**src/acc_pkg.sv**
```systemverilog
// constants shared by the converter control block and its sar engine
// assumes a 20 MHz system clock and a 32-bit register bus with byte addresses
package acc_pkg;

	// ************************************************************
	// widths
	// ************************************************************
	localparam int ADDR_W = 12;
	localparam int DATA_W = 32;
	localparam int RES_W = 8;
	localparam int CH_W = 2;
	localparam int EVT_W = 3;

	// ************************************************************
	// register indices, byte address is four times the index
	// ************************************************************
	localparam logic [9:0] IDX_P0_PINS = 10'h080;
	localparam logic [9:0] IDX_GIE = 10'h0A8;
	localparam logic [9:0] IDX_CTRL = 10'h0C0;
	localparam logic [9:0] IDX_RESULT = 10'h0C5;
	localparam logic [9:0] IDX_IEN1 = 10'h0E8;
	localparam logic [9:0] IDX_P0_DIS = 10'h0F6;
	localparam logic [9:0] IDX_IRQ_STAT = 10'h100;
	localparam logic [9:0] IDX_IRQ_ENA = 10'h101;
	localparam logic [9:0] IDX_IRQ_CLR = 10'h102;
	localparam logic [9:0] IDX_CONV_STAT = 10'h103;

	// ************************************************************
	// field positions
	// ************************************************************
	localparam int CTL_ENABLE = 7;
	localparam int CTL_RESULT_REGISTER_OUT = 5;
	localparam int CTL_DONE = 4;
	localparam int CTL_START = 3;
	localparam int CTL_CH_LO = 0;
	localparam int GIE_BIT = 7;
	localparam int IEN1_CONV_IE = 4;
	localparam int EVT_DONE = 0;
	localparam int EVT_START_REFUSED = 1;
	localparam int EVT_ENA_REFUSED = 2;
	localparam int CST_SETTLED = 0;
	localparam int CST_BUSY = 1;

	// ************************************************************
	// reset values
	// ************************************************************
	localparam logic [7:0] CTRL_RST = 8'h00;
	localparam logic [7:0] RESULT_RST = 8'h00;
	localparam logic [7:0] P0_DIS_RST = 8'h00;

	// ************************************************************
	// timing
	// ************************************************************
	localparam int CLK_NS = 50;
	localparam int SETTLE_NS = 10000;
	localparam int SETTLE_CYC = (SETTLE_NS + CLK_NS - 1) / CLK_NS;
	localparam int SAR_BIT_CYC = 8;

	typedef enum logic [1:0]
	{
		ACC_SAR_IDLE = 2'b00,
		ACC_SAR_SETTLE = 2'b01,
		ACC_SAR_DECIDE = 2'b10
	} acc_sar_state_t;

endpackage

```
**src/acc_sar_engine.sv**
```systemverilog
// successive approximation sequencer: drives a trial code to the analog dac
// assumes cmp_pin is high while the input voltage is at or above the trial level
`timescale 1ns/100ps
module acc_sar_engine
#(
	parameter int BIT_CYC = acc_pkg::SAR_BIT_CYC
)
(
	input wire logic clk,
	input wire logic rst,
	input wire logic ce,
	input wire logic start,
	input wire logic cmp_pin,
	output logic [acc_pkg::RES_W-1:0] trial,
	output logic [acc_pkg::RES_W-1:0] result,
	output logic done
);
	localparam int IDX_W = $clog2(acc_pkg::RES_W);
	localparam int WAIT_W = $clog2(BIT_CYC + 1);
	localparam logic [WAIT_W-1:0] WAIT_LOAD = WAIT_W'(BIT_CYC - 1);

	typedef struct packed
	{
		acc_pkg::acc_sar_state_t state;
		logic [IDX_W-1:0] bit_idx;
		logic [WAIT_W-1:0] wait_cnt;
		logic [acc_pkg::RES_W-1:0] trial;
		logic [acc_pkg::RES_W-1:0] result;
		logic done;
		logic [2:0] sync;
		logic cmp;
	} acc_sar_t;

	acc_sar_t q;
	acc_sar_t n;

	// ************************************************************
	// sequencer
	// ************************************************************
	always_comb
	begin
		logic [acc_pkg::RES_W-1:0] tr;
		tr = q.trial;
		n = q;
		n.done = 1'b0;
		// the comparator is asynchronous: three stages, a change counts once two agree
		n.sync = {q.sync[1:0], cmp_pin};
		if (q.sync[1] == q.sync[2])
			n.cmp = q.sync[2];
		case (q.state)
			acc_pkg::ACC_SAR_IDLE:
			begin
				if (start)
				begin
					n.trial = {1'b1, {(acc_pkg::RES_W-1){1'b0}}};
					n.bit_idx = IDX_W'(acc_pkg::RES_W - 1);
					n.wait_cnt = WAIT_LOAD;
					n.state = acc_pkg::ACC_SAR_SETTLE;
				end
			end
			acc_pkg::ACC_SAR_SETTLE:
			begin
				// bit time must cover the synchroniser latency
				if (q.wait_cnt == '0)
					n.state = acc_pkg::ACC_SAR_DECIDE;
				else
					n.wait_cnt = q.wait_cnt - WAIT_W'(1);
			end
			acc_pkg::ACC_SAR_DECIDE:
			begin
				// half-lsb offset in the analog dac gives round-to-nearest codes
				if (!q.cmp)
					tr[q.bit_idx] = 1'b0;
				if (q.bit_idx == '0)
				begin
					n.result = tr;
					n.done = 1'b1;
					n.state = acc_pkg::ACC_SAR_IDLE;
				end
				else
				begin
					tr[q.bit_idx - IDX_W'(1)] = 1'b1;
					n.bit_idx = q.bit_idx - IDX_W'(1);
					n.wait_cnt = WAIT_LOAD;
					n.state = acc_pkg::ACC_SAR_SETTLE;
				end
				n.trial = tr;
			end
			default:
			begin
				n.state = acc_pkg::ACC_SAR_IDLE;
			end
		endcase
	end

	always_ff @(posedge clk)
	begin
		if (rst)
			q <= '0;
		else if (ce)
			q <= n;
	end

	assign trial = q.trial;
	assign result = q.result;
	assign done = q.done;

endmodule

```
**src/acc_conv_ctrl.sv**
```systemverilog
// converter control: registers, start/busy/done flags, channel lock, port 0 input gating
// assumes an avalon-mm master on the system clock and an external analog mux, dac and comparator
`timescale 1ns/100ps
module acc_conv_ctrl
#(
	parameter int SETTLE_CYC = acc_pkg::SETTLE_CYC,
	parameter int BIT_CYC = acc_pkg::SAR_BIT_CYC
)
(
	input wire logic clk,
	input wire logic rst,
	input wire logic ce,
	input wire logic [acc_pkg::ADDR_W-1:0] avs_address,
	input wire logic avs_read,
	input wire logic avs_write,
	input wire logic [acc_pkg::DATA_W-1:0] avs_writedata,
	input wire logic [3:0] avs_byteenable,
	output logic [acc_pkg::DATA_W-1:0] avs_readdata,
	output logic avs_waitrequest,
	output logic irq,
	output logic [acc_pkg::CH_W-1:0] mux_channel,
	output logic [acc_pkg::RES_W-1:0] sar_trial,
	input wire logic cmp_pin,
	output logic result_register_drive,
	output logic [acc_pkg::RES_W-1:0] result_register_level,
	input wire logic [7:0] port0_pin,
	output logic [7:0] port0_input_off
);
	localparam int SCNT_W = $clog2(SETTLE_CYC + 1);
	localparam logic [SCNT_W-1:0] SCNT_FULL = SCNT_W'(SETTLE_CYC);

	// ************************************************************
	// state
	// ************************************************************
	typedef struct packed
	{
		logic ack;
		logic [acc_pkg::DATA_W-1:0] rdata;
		logic enable;
		logic result_register_out;
		logic done;
		logic start;
		logic [acc_pkg::CH_W-1:0] channel;
		logic [acc_pkg::RES_W-1:0] result;
		logic [7:0] p0_dis;
		logic gie;
		logic conv_ie;
		logic [acc_pkg::EVT_W-1:0] evt_stat;
		logic [acc_pkg::EVT_W-1:0] evt_ena;
		logic [SCNT_W-1:0] settle_cnt;
		logic settled;
		logic [7:0] p0_s1;
		logic [7:0] p0_s2;
		logic [7:0] p0_s3;
		logic [7:0] p0_val;
	} acc_ctrl_t;

	acc_ctrl_t q;
	acc_ctrl_t n;
	logic sar_go;
	logic sar_done;
	logic [acc_pkg::RES_W-1:0] sar_result;
	logic bus_req;

	// ************************************************************
	// helpers
	// ************************************************************
	function automatic logic reg_hit(input logic [acc_pkg::ADDR_W-1:0] addr,
		input logic [9:0] idx);
		reg_hit = (addr == {idx, 2'b00});
	endfunction

	function automatic logic [acc_pkg::DATA_W-1:0] byte_word(input logic [7:0] b);
		byte_word = {24'h000000, b};
	endfunction

	// ************************************************************
	// next state
	// ************************************************************
	always_comb
	begin
		logic [7:0] wd;
		logic [acc_pkg::EVT_W-1:0] evt;
		logic [7:0] rd;
		logic wr;
		logic clearing_done;
		wd = avs_writedata[7:0];
		evt = '0;
		rd = 8'h00;
		wr = 1'b0;
		clearing_done = 1'b0;
		sar_go = 1'b0;
		n = q;

		// port 0 pins are asynchronous: three stages, a bit changes once two agree
		n.p0_s1 = port0_pin;
		n.p0_s2 = q.p0_s1;
		n.p0_s3 = q.p0_s2;
		n.p0_val = (q.p0_s3 & ~(q.p0_s2 ^ q.p0_s3)) | (q.p0_val & (q.p0_s2 ^ q.p0_s3));

		// settle timer is only a hint to software; starts are not gated by it
		if (!q.enable)
		begin
			n.settle_cnt = '0;
			n.settled = 1'b0;
		end
		else if (q.settle_cnt != SCNT_FULL)
		begin
			n.settle_cnt = q.settle_cnt + SCNT_W'(1);
		end
		else
		begin
			n.settled = 1'b1;
		end

		// one wait state: read data is captured here and stands while waitrequest is low
		n.ack = bus_req && !q.ack;
		if (avs_read && !q.ack)
		begin
			if (reg_hit(avs_address, acc_pkg::IDX_CTRL))
			begin
				rd[acc_pkg::CTL_ENABLE] = q.enable;
				rd[acc_pkg::CTL_RESULT_REGISTER_OUT] = q.result_register_out;
				rd[acc_pkg::CTL_DONE] = q.done;
				rd[acc_pkg::CTL_START] = q.start;
				rd[acc_pkg::CTL_CH_LO +: acc_pkg::CH_W] = q.channel;
			end
			else if (reg_hit(avs_address, acc_pkg::IDX_RESULT))
				rd = q.result;
			else if (reg_hit(avs_address, acc_pkg::IDX_GIE))
				rd[acc_pkg::GIE_BIT] = q.gie;
			else if (reg_hit(avs_address, acc_pkg::IDX_IEN1))
				rd[acc_pkg::IEN1_CONV_IE] = q.conv_ie;
			else if (reg_hit(avs_address, acc_pkg::IDX_P0_DIS))
				rd = q.p0_dis;
			else if (reg_hit(avs_address, acc_pkg::IDX_P0_PINS))
				rd = q.p0_val & ~q.p0_dis;
			else if (reg_hit(avs_address, acc_pkg::IDX_IRQ_STAT))
				rd[acc_pkg::EVT_W-1:0] = q.evt_stat;
			else if (reg_hit(avs_address, acc_pkg::IDX_IRQ_ENA))
				rd[acc_pkg::EVT_W-1:0] = q.evt_ena;
			else if (reg_hit(avs_address, acc_pkg::IDX_CONV_STAT))
			begin
				rd[acc_pkg::CST_SETTLED] = q.settled;
				rd[acc_pkg::CST_BUSY] = q.start;
			end
			n.rdata = byte_word(rd);
		end

		// writes act on the edge where waitrequest is sampled low
		wr = avs_write && q.ack && avs_byteenable[0];
		if (wr && reg_hit(avs_address, acc_pkg::IDX_CTRL))
		begin
			clearing_done = q.done && !wd[acc_pkg::CTL_DONE];
			n.result_register_out = wd[acc_pkg::CTL_RESULT_REGISTER_OUT];
			// channel is frozen while busy and by a write that clears done
			if (!q.start && !clearing_done)
				n.channel = wd[acc_pkg::CTL_CH_LO +: acc_pkg::CH_W];
			if (wd[acc_pkg::CTL_ENABLE])
				n.enable = 1'b1;
			else if (q.start || q.done)
				evt[acc_pkg::EVT_ENA_REFUSED] = q.enable;
			else
				n.enable = 1'b0;
			// hardware cannot be told to set done; writing one keeps it
			if (!wd[acc_pkg::CTL_DONE])
				n.done = 1'b0;
			if (wd[acc_pkg::CTL_START])
			begin
				if (q.enable && !q.start && !q.done)
				begin
					n.start = 1'b1;
					sar_go = 1'b1;
				end
				else
				begin
					evt[acc_pkg::EVT_START_REFUSED] = 1'b1;
				end
			end
		end
		if (wr && reg_hit(avs_address, acc_pkg::IDX_GIE))
			n.gie = wd[acc_pkg::GIE_BIT];
		if (wr && reg_hit(avs_address, acc_pkg::IDX_IEN1))
			n.conv_ie = wd[acc_pkg::IEN1_CONV_IE];
		if (wr && reg_hit(avs_address, acc_pkg::IDX_P0_DIS))
			n.p0_dis = wd;
		if (wr && reg_hit(avs_address, acc_pkg::IDX_IRQ_ENA))
			n.evt_ena = wd[acc_pkg::EVT_W-1:0];
		if (wr && reg_hit(avs_address, acc_pkg::IDX_IRQ_CLR))
			n.evt_stat = q.evt_stat & ~wd[acc_pkg::EVT_W-1:0];

		// completion comes after the write so a same-cycle clear of done loses
		if (sar_done && q.start)
		begin
			n.start = 1'b0;
			n.done = 1'b1;
			n.result = sar_result;
			evt[acc_pkg::EVT_DONE] = 1'b1;
		end

		// sticky events: set wins over a clear in the same cycle
		n.evt_stat = n.evt_stat | evt;
	end

	// ************************************************************
	// registers
	// ************************************************************
	always_ff @(posedge clk)
	begin
		if (rst)
		begin
			q <= '0;
			q.enable <= acc_pkg::CTRL_RST[acc_pkg::CTL_ENABLE];
			q.result <= acc_pkg::RESULT_RST;
			q.p0_dis <= acc_pkg::P0_DIS_RST;
		end
		else if (ce)
		begin
			q <= n;
		end
	end

	// ************************************************************
	// converter core
	// ************************************************************
	acc_sar_engine
	#(
		.BIT_CYC(BIT_CYC)
	)
	u_sar
	(
		.clk(clk),
		.rst(rst),
		.ce(ce),
		.start(sar_go),
		.cmp_pin(cmp_pin),
		.trial(sar_trial),
		.result(sar_result),
		.done(sar_done)
	);

	// ************************************************************
	// outputs
	// ************************************************************
	assign bus_req = avs_read || avs_write;
	assign avs_waitrequest = bus_req && !q.ack;
	assign avs_readdata = q.rdata;

	// the result register only changes on completion, so the dac level is steady
	assign result_register_level = q.result;
	assign result_register_drive = q.result_register_out && !q.enable;

	// two sources: done through conv_ie and the enabled sticky events, both gated by gie
	assign irq = (q.gie && q.conv_ie && q.done)
		|| (q.gie && |(q.evt_stat & q.evt_ena));

	assign mux_channel = q.channel;
	assign port0_input_off = q.p0_dis;

endmodule

```
**config.mk**
```make
export PLATFORM = sky130hd
export DESIGN_NAME = acc_conv_ctrl
export DESIGN_NICKNAME = d
export VERILOG_FILES = /design/src/acc_pkg.sv /design/src/acc_sar_engine.sv /design/src/acc_conv_ctrl.sv
export SDC_FILE = /design/constraint.sdc
export NUM_CORES = 1
export LEC_CHECK = 0
export BUFFER_PORTS_ARGS = -buffer_cell sky130_fd_sc_hd__buf_2
export CORE_UTILIZATION = 50
export CTS_CLUSTER_DIAMETER = 150
export DETAILED_ROUTE_END_ITERATION = 10
export GPL_ROUTABILITY_DRIVEN = 0
export GPL_TIMING_DRIVEN = 0
export PLACE_DENSITY = 0.75
export SETUP_SLACK_MARGIN = 0.2
export SLEW_MARGIN = 15
export SYNTH_ARGS = -nofsm -noshare
export SYNTH_HDL_FRONTEND = slang
export SYNTH_HIERARCHICAL = 1
export SYNTH_SLANG_ARGS = --single-unit
```
**constraint.sdc**
```tcl
create_clock -name clk -period 2.8 [get_ports clk]
set_input_delay 0.28 -clock clk [delete_from_list [all_inputs] [get_ports clk]]
set_output_delay 0.28 -clock clk [all_outputs]
set_load 0.02 [all_outputs]
```
Word-level counts from Yosys, hierarchy flattened

Index checks and enable logic that the tools add are counted.

$mul: 0
Shift operators: 0
Divide/modulo/power cells: 0
Order comparisons: 4
Mux-type cells: 56
Eq/ne operators: 21
Bitwise logic cells: 14
Reductions and logical operators: 57
Add/sub/neg operators: 3

Operator list:

| operator                                           | number |
|---|---|
| == test 12 x 10 -> 1 bit, second input constant    | 6 |
| == test 12 x 11 -> 1 bit, second input constant    | 4 |
| two-way mux 8 bit                                  | 6 |
| AND 8 bit                                          | 4 |
| two-way mux 1 bit                                  | 24 |
| NOT 8 bit                                          | 3 |
| logical AND 1 bit                                  | 21 |
| AND reduction 2 bit                                | 10 |
| two-way mux 17 bit                                 | 1 |
| bitwise OR 8 bit                                   | 2 |
| one-hot mux 8 bit (2 select lines)                 | 1 |
| two-way mux 3 bit                                  | 5 |
| AND reduction 3 bit                                | 5 |
| two-way mux 2 bit                                  | 7 |
| two-way mux 7 bit                                  | 2 |
| two-way mux 4 bit                                  | 3 |
| one-hot mux 4 bit (3 select lines)                 | 1 |
| two-way mux 9 bit                                  | 1 |
| adder 8 x 1 -> 8 bit, second input constant        | 1 |
| < comparator 3 x 4 -> 1 bit, second input constant | 2 |
| != test 2 bit, second input constant               | 4 |
| != test 8 bit, second input constant               | 1 |
| AND reduction 4 bit                                | 2 |
| nonzero test 2 bit                                 | 4 |
| 23 further kinds                                   | 35 |

Logic and storage cells: 182
Bits in latches: 0
Memory bits (read-only): 0
Input port bits: 62
Memories: 0
Flip-flop bits (word level): 110
Memory bits (writable): 0

Depth between registers and ports, before layout

Gate-level depths: netlist of run 1.

Depth after elaboration: 11
Depth in mapped cells: 8
Mapped depth without buffers: 7

By module

The synthesis of run 1 kept the hierarchy.

By module, submodules not included:

| module         | sequential area each (sq um) | instances | area each (sq um) | cells an instance |
|---|---|---|---|---|
| acc_conv_ctrl  | 1601.5                       | 1         | 4083.9            | 497 |
| acc_sar_engine | 600.6                        | 1         | 1691.6            | 189 |

Least setup slack after synthesis of run 1

Ideal clock, no wire load.

Kind: input to register
Start: in avs_address[1] in the netlist's numbering
End: reg u_sar.q (netlist bit u_sar/trial[3])
Path slack: 0.298 ns
Data arrival time: 2.381 ns
Stages on the path: 8
Data required time: 2.678 ns
Library setup time: 0.122 ns
Path buffers: 2
Cells stage by stage: or3_1 > clkbuf_2 > or4_4 > buf_6 > nor3_1 > or2_1 > a21oi_1 > a221o_1

Longest elaborated chain between the ends: 5

Ends and longest elaborated chain:

| item                                 | RTL line              | text |
|---|---|---|
| start, declared                      | acc_conv_ctrl.sv:13   | `input wire logic [acc_pkg::ADDR_W-1:0] avs_address,` |
| == test 12 x 10 -> 1 bit             | acc_conv_ctrl.sv:70   | `reg_hit = (addr == {idx, 2'b00});` |
| logical AND 1 bit                    | acc_conv_ctrl.sv:152  | `if (wr && reg_hit(avs_address, acc_pkg::IDX_CTRL))` |
| two-way mux 1 bit                    | acc_conv_ctrl.sv:152  |  |
| via sar_go                           | acc_conv_ctrl.sv:60   | `logic sar_go;` |
| != test 2 bit (no source line)       | n/a                   |  |
| AND reduction 3 bit (no source line) | n/a                   |  |
| end signal, assigned                 | acc_sar_engine.sv:101 | `q <= n;` |
| end, declared                        | acc_sar_engine.sv:34  | `acc_sar_t q;` |

The timed path passes the listed nets, and every way through them passes these cells.
A chain may end at the register's enable or synchronous reset.

Final worst setup path of run 1

Start: in avs_address[1] in the netlist's numbering
End: reg u_sar/q[21] in the netlist's numbering

Longest elaborated chain between the ends: 5

Ends and longest elaborated chain:

| item                                 | RTL line |
|---|---|
| == test 12 x 10 -> 1 bit             | acc_conv_ctrl.sv:70 |
| logical AND 1 bit                    | acc_conv_ctrl.sv:152 |
| two-way mux 1 bit                    | acc_conv_ctrl.sv:152 |
| via sar_go                           | acc_conv_ctrl.sv:60 |
| != test 2 bit (no source line)       | n/a |
| AND reduction 5 bit (no source line) | n/a |

The timed path passes the listed nets, and every way through them passes these cells.

==> flow_summary.json, run 1 <==
{
  "layout.cell_area.non_filler_um2": 6670,
  "crit_fanout": 10,
  "total_grt_usage": 0.252,
  "syn_area_um2": 5780,
  "fin_crit_ns": 2.45,
  "final.setup_skew_ns": 0.00922,
  "drv_cap": 0,
  "min_period_over_period": 0.877,
  "initial_core_util": 0.524,
  "ys.flop_type": "dfxtp_1",
  "die_area_um2": 12000,
  "fin_nets": 855,
  "gr-total-overflow": 0,
  "max_clock_freq_mhz": 407,
  "postRouteAntennaNets": 0,
  "io_buffers": 68,
  "run_status": "finished, final reports clean",
  "tritoncts": "built",
  "grt_start_max_net_pins": 18,
  "drt_drc_violations_left": 0,
  "cellLeakagePower_nw": 2.68,
  "dieHeight_um": 109,
  "arrival_time_reported_for_the_critical_path_endpoint_ns": 2.75,
  "timing.critical_path.cells": "buf_2 > or3_1 > clkbuf_2 > or4_4 > buf_6 > nor3_2 > nor2_1 > nor3_1 > o31a_2",
  "critical_path_class": "input pin to flip-flop",
  "drt_pass1_iterations": 6,
  "htreeDepth": 3,
  "avgRoutedWirePerCell_um": 15.7,
  "power-per-cell-area_nw_per_um2": 456,
  "syn-mean-instance-area_um2": 8.42,
  "ys_seq_elements": 110,
  "drive_above_1_share": 0.219,
  "first_pass_grt_wire_length_um": 23500,
  "power.ir.vdd_worst_v": 0.000311,
  "cell_count_after_synthesis": 686,
  "initialDrtViolationCount": 480,
  "timing.final.hold_violations": 0,
  "worst_path_max_delay_cell": "or4_4",
  "maximum_clock_insertion_buffer_count": 2,
  "avgViaCountPerCell": 5.72,
  "ys_seq_area_frac": 0.381,
  "worstPathRequired_ns": 3.10,
  "postCtsSetupBuffers": 0,
  "synth_async_sr_flop_share": 0,
  "cts.sink_count": 110,
  "yosys_warnings": 6,
  "setup.reg_to_reg.worst_slack_ns": 0.51,
  "layout.core_utilization": 0.604,
  "core_um2": 11000,
  "max_slew_margin": 0.436,
  "dpl.hpwl_um": 11000,
  "drt-total-wl_um": 14600,
  "postCtsHoldBufs": 0,
  "synth_edf_count": 0,
  "hold_class": "input pin to flip-flop",
  "grt_setup_unrepaired": "false",
  "flow.area_growth_from_synthesis_pct": 15.4,
  "clockRootBuffer": "clkbuf_16",
  "cts_inserted_buffers": 9,
  "path_delay_family": "simple AND/OR/NAND/NOR gates",
  "clock_insertion_delay_worst_skew_ns": 0.35,
  "antenna_found_initial": 0,
  "antenna_cells": 0,
  "floorplan.rows": 38,
  "drv_slew": 0,
  "num_io_pins": 123,
  "place_area_um2": 6380,
  "vias": 5336,
  "post_synth_num_cell_types": 73,
  "first_global_vias": 4745,
  "cpPeakStageDelay_ns": 0.56,
  "setup_violations": 0,
  "worst-slew-pin-transition_ns": 0.839,
  "clk_pin_slew_worst_paths_ns": 0.07,
  "die_width_um": 109,
  "setup_tns_ns": 0,
  "critical_path_buffers_and_inverters": 3,
  "worst_setup_path_end_kind": "flip-flop",
  "critical_path.startpoint_type": "input pin"
}
-- synthesized netlist by cell type, types with 4 or more instances --
cell       instances  area, um^2
dfxtp_1          110        2200
buf_4             66         495
a21oi_1           62         310
nor2_1            62         233
nand2_1           59         221
o21ai_0           35         175
mux2i_1           30         300
clkbuf_1          23        86.3
inv_1             19        71.3
nand4_1           14        87.6
nand3_1           11        55.1
nor3_1            11        55.1
and2_1            10        62.6
nand3b_1          10        75.1
o2bb2ai_1         10        87.6
nor2b_1            9        56.3
a211oi_1           8        60.1
nand2b_1           8        50.1
and3_1             6        37.5
nor4_1             6        37.5
a32oi_1            5        43.8
buf_2              5        25.0
ha_1               5        62.6
nand4bb_1          5        56.3
nor3b_1            5        37.5
or3_1              5        31.3
a2111oi_0          4        35.0
a31oi_1            4        25.0
nand4b_1           4        35.0
or4b_1             4        40.0
xor2_1             4        35.0
-- cells in the final DEF (no fill, tap or decap), types with 5 or more instances in the layout --
master / instances
nand3b_1: 10
nand2_1: 59
nor2_1: 62
buf_2: 73
o2bb2ai_1: 10
nor3b_1: 5
nand3_1: 11
a32oi_1: 5
clkbuf_1: 24
dfxtp_1: 110
buf_4: 66
o21ai_0: 35
clkbuf_16: 9
ha_1: 5
and3_1: 6
inv_1: 19
mux2i_1: 30
conb_1: 24
nand4_1: 14
nor2b_1: 9
nor3_1: 10
nor4_1: 6
nand4bb_1: 5
and2_1: 10
or3_1: 5
a21oi_1: 61
a211oi_1: 8
nand2b_1: 8
-- flip-flops by register name (all words and copies together) (netlist names), 2 cells and up, named ones only --
name,flops
u_sar/result,8
avs_readdata,8
n,16
q,30
port0_input_off,8
u_sar/n,2
u_sar/q,11
mux_channel,2
result_register_level,8
u_sar/trial,8
-- tightest hold or removal path: cells and delay by family --
family	cells	cell delay, ns
muxes	1	0.05
and+or+nand+nor	1	0.07
buffers and inverters	1	0.08
-- through the flow --
stage          hold slack (ns)  setup WS, ns  std cells  power, mW
2_1_floorplan            0.416         0.298        709       1.80
3_3_place_gp             0.444        -0.248        917       1.87
3_5_place_dp             0.452        -0.236        917       1.88
4_1_cts                  0.163         0.247        933       3.06
5_1_grt                  0.193         0.230        933       3.16
6_report                 0.170         0.346        933       3.04
-- worst paths after layout --
path | start | endpoint | cells past startpoint
worst max-delay path | avs_address[1] | u_sar/q[21] | 9
worst min-delay path | port0_pin[0] | n[16] | 3
worst max register to register | u_sar/q[25] | u_sar/trial[3] | 7
worst min register to register | avs_readdata[0] | avs_readdata[0] | 2
-- cell families (layout without fill, tap and decap cells) --
logic type | Yosys count | count (layout) | share of synthesized area
buffers and inverters | 120 | 204 | 0.126
and+or+nand+nor | 252 | 252 | 0.242
AOI/OAI and AO/OA | 161 | 161 | 0.176
other | 1 | 24 | 0.000649
adders and majority gates | 5 | 5 | 0.0108
xor gates and xnor gates | 6 | 6 | 0.00910
DFF | 110 | 110 | 0.381
muxes | 31 | 31 | 0.0539
-- cell type report --
| class | instances | area, um^2 |
|---|---|---|
| Clock buffer | 11 | 243 |
| Sequential cell | 110 | 2200 |
| Fill cell | 970 | 4360 |
| Clock inverter | 5 | 35.0 |
| Tap cell | 140 | 175 |
| Timing Repair Buffer | 68 | 340 |
| Inverter | 20 | 75.1 |
| Buffer | 100 | 653 |
| Multi-Input combinational cell | 479 | 2940 |
-- layer usage --
layer,global-route usage,routed length (um),share of wire,vias up
met4,0.0933,392,0.027,0
met1,0.346,6630,0.45,2476
met2,0.393,6450,0.44,244
li1,-,-,-,2581
met5,0,0,0,-
met3,0.0480,1150,0.079,35
-- timing repair --
item / CTS / global route
setup endpoints to repair: 1 / 1
pin swaps: 0 / 0
gates resized for setup: 1 / 2
-- where the power goes --
group          internal [mW]  total (mW)  switching [mW]
logic                 0.0932       0.253           0.159
clock network          0.628        1.19           0.562
registers               1.58        1.60          0.0134
No activity file was read; power rests on OpenSTA's default activity.
==> run 2: changes to the inputs <==
--- a/config.mk
+++ b/config.mk
@@ -6,12 +6,13 @@
 export NUM_CORES = 1
 export LEC_CHECK = 0
 export BUFFER_PORTS_ARGS = -buffer_cell sky130_fd_sc_hd__buf_2
+export CORE_MARGIN = 5
 export CORE_UTILIZATION = 50
 export CTS_CLUSTER_DIAMETER = 150
 export DETAILED_ROUTE_END_ITERATION = 10
 export GPL_ROUTABILITY_DRIVEN = 0
 export GPL_TIMING_DRIVEN = 0
-export PLACE_DENSITY = 0.75
+export PLACE_DENSITY = 0.74
 export SETUP_SLACK_MARGIN = 0.2
 export SLEW_MARGIN = 15
 export SYNTH_ARGS = -nofsm -noshare
==> run 2 against run 1 <==
Effect of this change: via count fell by 0.58%; highest routed layer unchanged; largest cell class unchanged; die area rose by 15%; largest power group unchanged; sequential share of layout area fell by 0.19 points; final cell count rose by 0.32%; routed wire length rose by 2.0%; sequential power barely moved.
==> flow_summary.json, run 2 (same netlist as run 1, synthesis figures left out) <==
{
  "run_status": "finished, final reports clean",
  "dieHeight_um": 117,
  "arrival_time_reported_for_the_critical_path_endpoint_ns": 2.79,
  "tritoncts": "built",
  "nFillCells": 1040,
  "final_cell_count_no_fill": 936,
  "worst_r2r_endpoint": "u_sar/trial[3]",
  "crit_path_end": "u_sar/trial[3]",
  "cts_inserted_buffers": 9,
  "die_area_um2": 13800,
  "worst-slew-pin-transition_ns": 0.830,
  "num_io_pins": 123,
  "most_frequent_standard_cell_in_the_layout_excluding_fill_and_tap_cells": "dfxtp_1",
  "worst_r2r_path_depth": 7,
  "first_global_vias": 4956,
  "setup_violations": 0,
  "avgViaCountPerCell": 5.67,
  "drive_above_1_share": 0.217,
  "critical_path_class": "input pin to flip-flop",
  "fin_crit_ns": 2.56,
  "total_grt_usage": 0.211,
  "worstPathRequired_ns": 3.03,
  "antenna_cells": 0,
  "maximum_clock_insertion_buffer_count": 2,
  "regMostFlops": "q",
  "floorplan.rows": 39,
  "initialDrtViolationCount": 523,
  "dpl_cells": 920,
  "crit_fanout": 10,
  "antenna_found_initial": 0,
  "worst_setup_path_end_kind": "flip-flop",
  "hold_class": "input pin to flip-flop",
  "power.ir.vdd_worst_v": 0.000416,
  "hold-worst-slack_ns": 0.177,
  "max_slew_margin": 0.442,
  "drt-total-wl_um": 14900,
  "most-common-layout-cells": "110 x dfxtp_1, 73 x buf_2, 66 x buf_4",
  "postRouteAntennaNets": 0,
  "gr-total-overflow": 0,
  "clock_insertion_delay_worst_skew_ns": 0.34,
  "grt_start_max_net_pins": 18,
  "cellLeakagePower_nw": 2.69,
  "cts.sink_count": 110,
  "drv_slew": 0,
  "clk_pin_slew_worst_paths_ns": 0.07,
  "clockRootBuffer": "clkbuf_16",
  "final.setup_skew_ns": 0.00794,
  "initial_core_util": 0.508,
  "io_buffers": 68,
  "power-per-cell-area_nw_per_um2": 479,
  "largest_register_ffs": 30,
  "grt_setup_unrepaired": "false",
  "die_width_um": 117,
  "dpl.hpwl_um": 11300,
  "core_um2": 11400,
  "first_pass_grt_wire_length_um": 24700,
  "htreeDepth": 3,
  "timing.final.hold_violations": 0,
  "setup.reg_to_reg.worst_slack_ns": 0.41,
  "critical_path.startpoint_type": "input pin",
  "cp-startpoint": "avs_address[1]",
  "min_period_over_period": 0.915,
  "drv_cap": 0,
  "vias": 5305,
  "fin_nets": 855,
  "drt_pass1_iterations": 5,
  "max_clock_freq_mhz": 390,
  "r2r-start": "u_sar/q[25]",
  "drt_drc_violations_left": 0,
  "avgRoutedWirePerCell_um": 15.9,
  "flow.area_growth_from_synthesis_pct": 16.1
}
## run 2: final cells by class
| cell class | count | area, um^2 | share of cell area |
|---|---|---|---|
| sequential | 110 | 2200 | 0.328 |
| clock inverter | 5 | 83.8 | 0.0125 |
| multi-input combinational | 479 | 2940 | 0.438 |
| clock buffer | 11 | 233 | 0.0347 |
| buffer | 100 | 653 | 0.0974 |
| tap | 143 | 179 | 0.0267 |
| inverter | 20 | 75.1 | 0.0112 |
| timing repair buffer | 68 | 340 | 0.0508 |
## run 2: stage by stage
step	setup slack (ns)	TNS, ns	instance area [um^2]	util	total power [mW]
floorplan	0.298	0	5860	-	1.80
global placement	-0.225	-0.431	6380	0.561	1.87
detailed placement	-0.244	-0.567	6380	0.561	1.88
CTS	0.231	0	6700	0.590	3.23
global route	0.220	0	6710	0.590	3.32
finish	0.237	0	6710	0.590	3.21
## run 2: worst min-delay path by stage
stage	start	endpoint	slack, ns	depth (start not counted)
after floorplan	avs_writedata[5]	q[69]	0.42	2
after global placement	q[15]	flip-flop	0.44	2
after detailed placement	u_sar/q[3]	u_sar/q[0]	0.45	2
after CTS	port0_pin[2]	n[18]	0.17	3
after global routing	port0_pin[0]	n[16]	0.17	3
final	port0_pin[2]	n[18]	0.18	3
## run 2: where the power goes
group | internal [mW] | leakage, nW | switching [mW]
Clock | 0.787 | 0.146 | 0.574
Combinational | 0.0930 | 1.66 | 0.160
Sequential | 1.58 | 0.889 | 0.0131
## run 2: critical path, stage by stage
cell and delay (ns):
buf_2 0.11, or3_1 0.36, clkbuf_2 0.19, or4_4 0.57, buf_6 0.17, nor3_2 0.30, or2_4 0.21, a21oi_1 0.19
a221o_1 0.41
## run 2: routing by layer
layer | vias to the layer above | GRT usage | share of wire
li1 | 2576 | - | -
met1 | 2456 | 0.297 | 0.45
met2 | 239 | 0.318 | 0.44
met3 | 34 | 0.0529 | 0.088
met4 | 0 | 0.0667 | 0.021
met5 | - | 0 | 0
## run 2: timing repair
item                                    CTS  global route
hold endpoints to repair                  0             0
endpoints found under the setup margin    1             1
hold buffers                              0             0
gates resized for setup                   1             1
setup buffers                             0             0
